<file path="src/core/tpucfg_defines.svh">
`ifndef TPUCFG_DEFINES_SVH
`define TPUCFG_DEFINES_SVH
// register word indices; byte address is four times the index
`define TPUCFG_MODE_IDX 6'h00
`define TPUCFG_IOC_IDX 6'h08
`define TPUCFG_CKS_IDX 6'h10
`define TPUCFG_START_IDX 6'h14
// mode register layout
`define TPUCFG_MODE_RSV_ONES 2'b11
`define TPUCFG_BFB_BIT 5
`define TPUCFG_BFA_BIT 4
`define TPUCFG_MODE_RST 6'h00
`define TPUCFG_IOC_RST 8'h00
`define TPUCFG_CKS_RST 3'h0
`define TPUCFG_START_RST 6'h00
// prescaler width and tap positions (divide by 4**tap)
`define TPUCFG_PRE_W 12
`define TPUCFG_TAP_1 0
`define TPUCFG_TAP_4 1
`define TPUCFG_TAP_16 2
`define TPUCFG_TAP_64 3
`define TPUCFG_TAP_256 4
`define TPUCFG_TAP_1024 5
`define TPUCFG_TAP_4096 6
`define TPUCFG_N_TAP 7
// bus answers
`define TPUCFG_RESP_OKAY 2'b00
`define TPUCFG_RESP_SLVERR 2'b10
`endif

</file>
<file path="src/core/tpucfg_pkg.sv">
package tpucfg_pkg;
   // decoded channel operating mode
   typedef enum logic [3:0] {
      MODE_NORMAL, MODE_RESERVED, MODE_PWM1, MODE_PWM2,
      MODE_PHASE1, MODE_PHASE2, MODE_PHASE3, MODE_PHASE4, MODE_UNDEF
   } tpucfg_mode_t;

   function automatic tpucfg_mode_t tpucfg_decode(input logic [3:0] md);
      tpucfg_mode_t m;
      m = MODE_UNDEF;
      case (md)
         4'h0: m = MODE_NORMAL;
         4'h1: m = MODE_RESERVED;
         4'h2: m = MODE_PWM1;
         4'h3: m = MODE_PWM2;
         4'h4: m = MODE_PHASE1;
         4'h5: m = MODE_PHASE2;
         4'h6: m = MODE_PHASE3;
         4'h7: m = MODE_PHASE4;
         default: m = MODE_UNDEF;
      endcase
      return m;
   endfunction : tpucfg_decode
endpackage : tpucfg_pkg

</file>
<file path="src/core/tpucfg_top.sv">
// Register access over AXI4-Lite and the register offsets were left to the implementer.
`timescale 1ns/1ps
`include "tpucfg_defines.svh"
module tpucfg_top #(
   parameter int PRE_W = `TPUCFG_PRE_W
)(
   input wire logic aclk,
   input wire logic aresetn,
   input wire logic [7:0] s_axi_awaddr,
   input wire logic s_axi_awvalid,
   output logic s_axi_awready,
   input wire logic [31:0] s_axi_wdata,
   input wire logic [3:0] s_axi_wstrb,
   input wire logic s_axi_wvalid,
   output logic s_axi_wready,
   output logic [1:0] s_axi_bresp,
   output logic s_axi_bvalid,
   input wire logic s_axi_bready,
   input wire logic [7:0] s_axi_araddr,
   input wire logic s_axi_arvalid,
   output logic s_axi_arready,
   output logic [31:0] s_axi_rdata,
   output logic [1:0] s_axi_rresp,
   output logic s_axi_rvalid,
   input wire logic s_axi_rready,
   input wire logic ext_count_pin_a,
   input wire logic ext_count_pin_c,
   input wire logic ext_count_pin_d,
   input wire logic channel5_wrap,
   input wire logic [1:0] phase_tick,
   input wire logic [5:0] counter_clear,
   output logic [2:0] count_tick,
   output logic [5:0] phase_mode,
   output logic [5:0] pwm_mode,
   output logic [1:0] gen_c_active,
   output logic [1:0] gen_d_active,
   output logic [5:0] cmp_pin_a,
   output logic [5:0] cmp_pin_b,
   output logic [1:0] cmp_pin_c,
   output logic [1:0] cmp_pin_d
);
   logic [5:0] mode_reg [6];
   logic [7:0] ioc_reg [8];
   logic [2:0] cks_reg [3];
   logic [5:0] start_reg;
   logic [PRE_W-1:0] pre_reg;
   logic aw_got_reg, w_got_reg, wstrb0_reg;
   logic [5:0] wa_reg;
   logic [7:0] wd_reg;
   logic do_wr;
   logic [7:0] rd_word;
   logic rd_hit, wr_hit;
   logic [`TPUCFG_N_TAP-1:0] tap;
   logic [2:0] ext_prev_reg;
   logic [2:0] ext_rise;
   logic [2:0] src;
   logic [5:0] phase_c, pwm1_c, pwm2_c;
   logic [5:0] pin_ld;

   // channels 0 and 3 own general registers c and d
   function automatic logic has_cd(input int i);
      return (i == 0) || (i == 3);
   endfunction : has_cd

   // io control register holding a/b of a channel
   function automatic int ioc_hi(input int i);
      return (i < 3) ? ((i == 0) ? 0 : i + 1) : ((i == 3) ? 4 : i + 2);
   endfunction : ioc_hi

   // loads the initial level when asked and the nibble selects an output
   function automatic logic pin_upd(input logic cur, input logic [3:0] f, input logic load);
      return (load && !f[3] && (f[1:0] != 2'b00)) ? f[2] : cur;
   endfunction : pin_upd

   // word index decode shared by reads and writes
   function automatic logic is_mapped(input logic [5:0] a);
      return (a < 6'(`TPUCFG_MODE_IDX + 6)) || ((a >= `TPUCFG_IOC_IDX) && (a < 6'(`TPUCFG_IOC_IDX + 8)))
         || ((a >= `TPUCFG_CKS_IDX) && (a < 6'(`TPUCFG_CKS_IDX + 3))) || (a == `TPUCFG_START_IDX);
   endfunction : is_mapped

   // write address and data are taken independently, the write waits for both
   assign do_wr = aw_got_reg && w_got_reg && !s_axi_bvalid;
   assign wr_hit = is_mapped(wa_reg);

   always_ff @(posedge aclk)
   begin
      if (!aresetn)
      begin
         aw_got_reg <= 1'b0;
         s_axi_awready <= 1'b0;
         wa_reg <= 6'h00;
      end
      else if (s_axi_awvalid && s_axi_awready)
      begin
         aw_got_reg <= 1'b1;
         s_axi_awready <= 1'b0;
         wa_reg <= s_axi_awaddr[7:2];
      end
      else if (do_wr)
         aw_got_reg <= 1'b0;
      else if (!aw_got_reg)
         s_axi_awready <= 1'b1;
   end

   always_ff @(posedge aclk)
   begin
      if (!aresetn)
      begin
         w_got_reg <= 1'b0;
         s_axi_wready <= 1'b0;
         wd_reg <= 8'h00;
         wstrb0_reg <= 1'b0;
      end
      else if (s_axi_wvalid && s_axi_wready)
      begin
         w_got_reg <= 1'b1;
         s_axi_wready <= 1'b0;
         wd_reg <= s_axi_wdata[7:0];
         wstrb0_reg <= s_axi_wstrb[0];
      end
      else if (do_wr)
         w_got_reg <= 1'b0;
      else if (!w_got_reg)
         s_axi_wready <= 1'b1;
   end

   // write response; unmapped words answer slverr
   always_ff @(posedge aclk)
   begin
      if (!aresetn)
      begin
         s_axi_bvalid <= 1'b0;
         s_axi_bresp <= `TPUCFG_RESP_OKAY;
      end
      else if (do_wr)
      begin
         s_axi_bvalid <= 1'b1;
         s_axi_bresp <= wr_hit ? `TPUCFG_RESP_OKAY : `TPUCFG_RESP_SLVERR;
      end
      else if (s_axi_bready)
         s_axi_bvalid <= 1'b0;
   end

   // mode registers; only the low byte lane carries register bits
   always_ff @(posedge aclk)
   begin
      if (!aresetn)
         for (int i = 0; i < 6; i++)
            mode_reg[i] <= `TPUCFG_MODE_RST;
      else if (do_wr && wstrb0_reg)
         for (int i = 0; i < 6; i++)
            if (wa_reg == 6'(`TPUCFG_MODE_IDX + i))
               mode_reg[i] <= has_cd(i) ? wd_reg[5:0] : {2'b00, wd_reg[3:0]};
   end

   always_ff @(posedge aclk)
   begin
      if (!aresetn)
         for (int i = 0; i < 8; i++)
            ioc_reg[i] <= `TPUCFG_IOC_RST;
      else if (do_wr && wstrb0_reg)
         for (int i = 0; i < 8; i++)
            if (wa_reg == 6'(`TPUCFG_IOC_IDX + i))
               ioc_reg[i] <= wd_reg;
   end

   // clock selects of channels 3..5 and the counter start bits
   always_ff @(posedge aclk)
   begin
      if (!aresetn)
      begin
         for (int i = 0; i < 3; i++)
            cks_reg[i] <= `TPUCFG_CKS_RST;
         start_reg <= `TPUCFG_START_RST;
      end
      else if (do_wr && wstrb0_reg)
      begin
         for (int i = 0; i < 3; i++)
            if (wa_reg == 6'(`TPUCFG_CKS_IDX + i))
               cks_reg[i] <= wd_reg[2:0];
         if (wa_reg == `TPUCFG_START_IDX)
            start_reg <= wd_reg[5:0];
      end
   end

   // read mux
   always_comb
   begin
      logic [5:0] a;
      a = s_axi_araddr[7:2];
      rd_word = 8'h00;
      rd_hit = is_mapped(a);
      for (int i = 0; i < 6; i++)
         if (a == 6'(`TPUCFG_MODE_IDX + i))
            rd_word = {`TPUCFG_MODE_RSV_ONES, mode_reg[i]};
      for (int i = 0; i < 8; i++)
         if (a == 6'(`TPUCFG_IOC_IDX + i))
            rd_word = ioc_reg[i];
      for (int i = 0; i < 3; i++)
         if (a == 6'(`TPUCFG_CKS_IDX + i))
            rd_word = {5'h00, cks_reg[i]};
      if (a == `TPUCFG_START_IDX)
         rd_word = {2'b00, start_reg};
   end

   // one read at a time, answered the cycle after the address is taken
   always_ff @(posedge aclk)
   begin
      if (!aresetn)
      begin
         s_axi_arready <= 1'b0;
         s_axi_rvalid <= 1'b0;
         s_axi_rdata <= 32'h0000_0000;
         s_axi_rresp <= `TPUCFG_RESP_OKAY;
      end
      else if (s_axi_arvalid && s_axi_arready)
      begin
         s_axi_arready <= 1'b0;
         s_axi_rvalid <= 1'b1;
         s_axi_rdata <= {24'h00_0000, rd_word};
         s_axi_rresp <= rd_hit ? `TPUCFG_RESP_OKAY : `TPUCFG_RESP_SLVERR;
      end
      else if (s_axi_rvalid && s_axi_rready)
         s_axi_rvalid <= 1'b0;
      else if (!s_axi_rvalid)
         s_axi_arready <= 1'b1;
   end

   always_ff @(posedge aclk)
   begin
      if (!aresetn)
         pre_reg <= '0;
      else
         pre_reg <= pre_reg + 1'b1;
   end

   // tap k fires once every 4**k cycles, when its low bits are all ones
   always_comb
   begin
      logic [PRE_W-1:0] m;
      m = '0;
      for (int k = 0; k < `TPUCFG_N_TAP; k++)
      begin
         m = PRE_W'((64'h1 << (2 * k)) - 64'h1);
         tap[k] = ((pre_reg & m) == m);
      end
   end

   // pins are synchronous; count on the rising edge only
   always_ff @(posedge aclk)
   begin
      if (!aresetn)
         ext_prev_reg <= 3'h0;
      else
         ext_prev_reg <= {ext_count_pin_d, ext_count_pin_c, ext_count_pin_a};
   end
   assign ext_rise = {ext_count_pin_d, ext_count_pin_c, ext_count_pin_a} & ~ext_prev_reg;

   // count source selection, one table per channel
   always_comb
   begin
      src = 3'h0;
      case (cks_reg[0])
         3'h0: src[0] = tap[`TPUCFG_TAP_1];
         3'h1: src[0] = tap[`TPUCFG_TAP_4];
         3'h2: src[0] = tap[`TPUCFG_TAP_16];
         3'h3: src[0] = tap[`TPUCFG_TAP_64];
         3'h4: src[0] = ext_rise[0];
         3'h5: src[0] = tap[`TPUCFG_TAP_1024];
         3'h6: src[0] = tap[`TPUCFG_TAP_256];
         default: src[0] = tap[`TPUCFG_TAP_4096];
      endcase
      case (cks_reg[1])
         3'h0: src[1] = tap[`TPUCFG_TAP_1];
         3'h1: src[1] = tap[`TPUCFG_TAP_4];
         3'h2: src[1] = tap[`TPUCFG_TAP_16];
         3'h3: src[1] = tap[`TPUCFG_TAP_64];
         3'h4: src[1] = ext_rise[0];
         3'h5: src[1] = ext_rise[1];
         3'h6: src[1] = tap[`TPUCFG_TAP_1024];
         default: src[1] = channel5_wrap;
      endcase
      case (cks_reg[2])
         3'h0: src[2] = tap[`TPUCFG_TAP_1];
         3'h1: src[2] = tap[`TPUCFG_TAP_4];
         3'h2: src[2] = tap[`TPUCFG_TAP_16];
         3'h3: src[2] = tap[`TPUCFG_TAP_64];
         3'h4: src[2] = ext_rise[0];
         3'h5: src[2] = ext_rise[1];
         3'h6: src[2] = tap[`TPUCFG_TAP_256];
         default: src[2] = ext_rise[2];
      endcase
   end

   always_comb
   begin
      tpucfg_pkg::tpucfg_mode_t m;
      m = tpucfg_pkg::MODE_NORMAL;
      for (int i = 0; i < 6; i++)
      begin
         m = tpucfg_pkg::tpucfg_decode(mode_reg[i][3:0]);
         phase_c[i] = m inside {tpucfg_pkg::MODE_PHASE1, tpucfg_pkg::MODE_PHASE2,
            tpucfg_pkg::MODE_PHASE3, tpucfg_pkg::MODE_PHASE4};
         pwm1_c[i] = (m == tpucfg_pkg::MODE_PWM1);
         pwm2_c[i] = (m == tpucfg_pkg::MODE_PWM2);
      end
   end

   // a stopped counter gets no ticks; channel 3 has no phase inputs
   always_ff @(posedge aclk)
   begin
      if (!aresetn)
         count_tick <= 3'h0;
      else
      begin
         count_tick[0] <= start_reg[3] && src[0];
         count_tick[1] <= start_reg[4] && (phase_c[4] ? phase_tick[0] : src[1]);
         count_tick[2] <= start_reg[5] && (phase_c[5] ? phase_tick[1] : src[2]);
      end
   end

   // decoded mode flags for the counter logic
   always_ff @(posedge aclk)
   begin
      if (!aresetn)
      begin
         phase_mode <= 6'h00;
         pwm_mode <= 6'h00;
      end
      else
      begin
         phase_mode <= phase_c;
         pwm_mode <= pwm1_c | pwm2_c;
      end
   end

   always_ff @(posedge aclk)
   begin
      if (!aresetn)
      begin
         gen_c_active <= 2'b00;
         gen_d_active <= 2'b00;
      end
      else
      begin
         gen_c_active <= {!mode_reg[3][`TPUCFG_BFA_BIT], !mode_reg[0][`TPUCFG_BFA_BIT]};
         gen_d_active <= {!mode_reg[3][`TPUCFG_BFB_BIT], !mode_reg[0][`TPUCFG_BFB_BIT]};
      end
   end

   // per-channel load condition, kept combinational so the pin flops stay non-blocking
   always_comb
   begin
      pin_ld = 6'h00;
      for (int i = 0; i < 6; i++)
         pin_ld[i] = !start_reg[i] || (pwm2_c[i] && counter_clear[i]);
   end

   // compare pin levels; match-driven changes belong to the counter logic
   // and while the counter runs the pin holds its level except at a counter clear in pwm mode 2
   always_ff @(posedge aclk)
   begin
      if (!aresetn)
      begin
         cmp_pin_a <= 6'h00;
         cmp_pin_b <= 6'h00;
         cmp_pin_c <= 2'b00;
         cmp_pin_d <= 2'b00;
      end
      else
         for (int i = 0; i < 6; i++)
         begin
            cmp_pin_a[i] <= pin_upd(cmp_pin_a[i], ioc_reg[ioc_hi(i)][3:0], pin_ld[i]);
            cmp_pin_b[i] <= pin_upd(cmp_pin_b[i], ioc_reg[ioc_hi(i)][7:4], pin_ld[i]);
            if (has_cd(i))
            begin
               cmp_pin_c[i/3] <= pin_upd(cmp_pin_c[i/3], ioc_reg[ioc_hi(i)+1][3:0],
                  pin_ld[i] && !mode_reg[i][`TPUCFG_BFA_BIT]);
               cmp_pin_d[i/3] <= pin_upd(cmp_pin_d[i/3], ioc_reg[ioc_hi(i)+1][7:4],
                  pin_ld[i] && !mode_reg[i][`TPUCFG_BFB_BIT]);
            end
         end
   end
endmodule : tpucfg_top

</file>
<file path="config.mk">
export PLATFORM = sky130hd
export DESIGN_NAME = tpucfg_top
export DESIGN_NICKNAME = d
export VERILOG_FILES = /design/src/core/tpucfg_pkg.sv /design/src/core/tpucfg_top.sv
export VERILOG_INCLUDE_DIRS = /design/src /design/src/core
export SDC_FILE = /design/constraint.sdc
export NUM_CORES = 1
export LEC_CHECK = 0
export BUFFER_PORTS_ARGS = -buffer_cell sky130_fd_sc_hd__buf_2
export CELL_PAD_IN_SITES_DETAIL_PLACEMENT = 2
export CELL_PAD_IN_SITES_GLOBAL_PLACEMENT = 2
export CORE_MARGIN = 10
export CORE_UTILIZATION = 35
export CTS_CLUSTER_SIZE = 40
export DETAILED_ROUTE_END_ITERATION = 10
export PLACE_DENSITY = 0.83
export REMOVE_ABC_BUFFERS = 1
export SLEW_MARGIN = 5
export SYNTH_ARGS = -nofsm -noshare
export SYNTH_HDL_FRONTEND = slang
export SYNTH_SLANG_ARGS = --single-unit
</file>
<file path="constraint.sdc">
create_clock -name aclk -period 2.7 [get_ports aclk]
set_clock_uncertainty 0.15 [all_clocks]
set_input_delay 0.27 -clock aclk [delete_from_list [all_inputs] [get_ports aclk]]
set_output_delay 0.27 -clock aclk [all_outputs]
set_load 0.05 [all_outputs]
</file>
==> flow_summary.json <==
{
  "critical-path-max-stage-delay_ps": 430,
  "clk_latency_ps": 440,
  "synth_warnings": 0,
  "hold_viol": 0,
  "synth_cell_types": 68,
  "grt_pass1_wl_mm": 48.97,
  "path_buf_inv": 1,
  "path_delay_family": "simple AND/OR/NAND/NOR gates",
  "drive_above_1_share_pct": 17.62,
  "drtPass1Iterations": 5,
  "drt-initial-drc-count": 608,
  "grtUsageTotal_pct": 20.56,
  "synthFlopType": "edfxtp_1",
  "worstSetupPathType": "flip-flop to flip-flop",
  "fmax_ghz": 0.4068,
  "path_clk_slew_ps": 70,
  "finalWirelength_mm": 31.96,
  "fin_crit_sh_pct": 91.04,
  "status": "finished clean",
  "io_pins": 147,
  "port_buffers": 89,
  "setup_viol": 0,
  "slew-limit-headroom_pct": 47.16,
  "setup_tns_ps": 0,
  "synth_cells": 859,
  "path_cells": "inv_1 -> nor3_2 -> nand2_1 -> nor2_1 -> nand2_1 -> nand2_1",
  "holdCritPathClass": "input pin to flip-flop",
  "core_um2": 24250,
  "rsz0062_at_grt": "false",
  "cp_slowest_cell": "nor2_1",
  "final_antenna_net_count": 0,
  "vias_per_cell": 5.494,
  "gp_congestion": 0.8841,
  "post_cts_buffers": 0,
  "ys_async_sr_fraction_pct": 0,
  "min_period_ps": 2458,
  "die_w_um": 176.6,
  "startpoint_type": "flip-flop",
  "cap_violations": 0,
  "synth_edf_count": 101,
  "htreeDepth": 4,
  "grt_pass1_vias": 7839,
  "area_growth_syn_to_layout_pct": 18.46,
  "cp.arrival_ps": 2420,
  "die_h_um": 176.6,
  "antenna_cells": 0,
  "worst_pin_slew_ps": 781.6,
  "synth_seq_area_share_pct": 55.87,
  "p_per_area_nw_per_um2": 618.5,
  "route.detailed.wl_per_inst_um": 24.27,
  "dp_hpwl_mm": 22.57,
  "largest_reg_flops": 64,
  "vias": 7235,
  "p_leak_nw": 3.856,
  "synth-seq-cells": 189,
  "fin_nets": 1052,
  "die_area_um2": 31180,
  "cts_tree": "built",
  "clock_sinks": 189,
  "p_total_mw": 6.288,
  "row_count": 57,
  "crit_required_ps": 2660,
  "overflow": 0,
  "netlist_area_um2": 8582,
  "irDropWorstVdd_mv": 0.4236,
  "final-max-slew-violation-count": 0,
  "crit_path_end_kind": "flip-flop",
  "avgSynthCellArea_um2": 9.991,
  "cp_max_fo": 7,
  "drc": 0,
  "cts_resized": 0,
  "clock_path_buffers": 2,
  "cts_buffers": 17,
  "clockRootBuffer": "clkbuf_16",
  "grt_antenna_before_repair": 1,
  "grt_max_degree": 60,
  "start_util_pct": 35.39,
  "cp_common_cell": "nand2_1"
}
-- layout by cell type, fill, tap and decap left out, types with 26 or more instances in the layout --
master	count
conb_1	26
nor2_1	156
buf_4	36
buf_2	89
dfxtp_1	88
edfxtp_1	101
o21ai_0	33
a21oi_1	47
nand2_1	89
mux2i_1	35
-- logic make-up after synthesis --
kind of cell / count (synthesis) / synth area share (%)
compound gates: 152 / 11.26
xor+xnor: 9 / 0.9186
fa+ha+maj: 1 / 0.1458
buf+inv: 89 / 5.438
flops: 189 / 55.87
mux: 46 / 5.788
other cells: 1 / 0.04370
simple gates: 372 / 20.54
-- per-layer routing --
metal	part of all wire, %	vias up	GRT usage, %
met5	0	-	0
met2	50	260	35.40
met3	6.1	41	3.695
met4	2.1	0	6.655
met1	42	3693	25.48
li1	-	3241	-
-- worst paths after layout --
path / from / endpoint / slack [ps] / depth (start not counted)
worst min register to register: cmp_pin_a[4] / cmp_pin_a[4] / 310 / 2
worst max-delay path: w_got_reg / mode_reg[0][23] / 240 / 6
worst min-delay path: s_axi_araddr[7] / s_axi_rresp[1] / 110 / 3
worst max register to register: w_got_reg / mode_reg[0][23] / 240 / 6
-- timing repair --
item	CTS	global route
hold buffers	22	0
setup endpoints to repair	0	0
endpoints found under the hold margin	22	0
-- cells in the mapped netlist, drive strengths merged, types with 17 or more instances --
master / instances / area [um2]
inv: 17 / 63.81
clkbuf: 24 / 90.09
dfxtp: 88 / 1762
nand2: 89 / 334.1
a21oi: 47 / 235.2
nor2: 156 / 585.6
o21ai: 33 / 165.2
buf: 47 / 309.0
nor3: 24 / 125.1
edfxtp: 101 / 3033
nand3: 23 / 120.1
mux2i: 35 / 350.3
-- through the flow --
| stage | cell area (um2) | setup WS, ps | hold WS [ps] | cells | utilization, % |
|---|---|---|---|---|---|
| 2_1_floorplan | 8277 | 443.0 | 240.8 | 813 | - |
| 3_3_place_gp | 9418 | 443.0 | 288.1 | 1263 | 38.84 |
| 3_5_place_dp | 9418 | 391.6 | 306.9 | 1263 | 38.84 |
| 4_1_cts | 10170 | 308.9 | 103.0 | 1317 | 41.92 |
| 5_1_grt | 10170 | 83.29 | 168.5 | 1317 | 41.92 |
| 6_report | 10170 | 242.0 | 113.4 | 1317 | 41.92 |
-- power breakdown --
group | internal (mW) | switching (mW) | total [mW]
Clock | 1.19 | 1.17 | 2.36
Sequential | 3.12 | 0.0940 | 3.22
Combinational | 0.204 | 0.505 | 0.709
Total | 4.52 | 1.77 | 6.29
-- worst min-delay path, delay by kind of cell --
kind	cells	cell delay, ps
AO/OA/AOI/OAI	2	200
buffers and inverters	1	190
-- layout make-up --
class                   count  area (um2)
clock buffers              20       436.7
repair buffers            148       955.9
inverters                  18       67.56
clock inverters            12       91.34
well taps                 324       405.4
fillers                  2609       14080
multi-input cells         606        3415
flip-flops and latches    189        4795
Power figures use the tool's default switching activity.
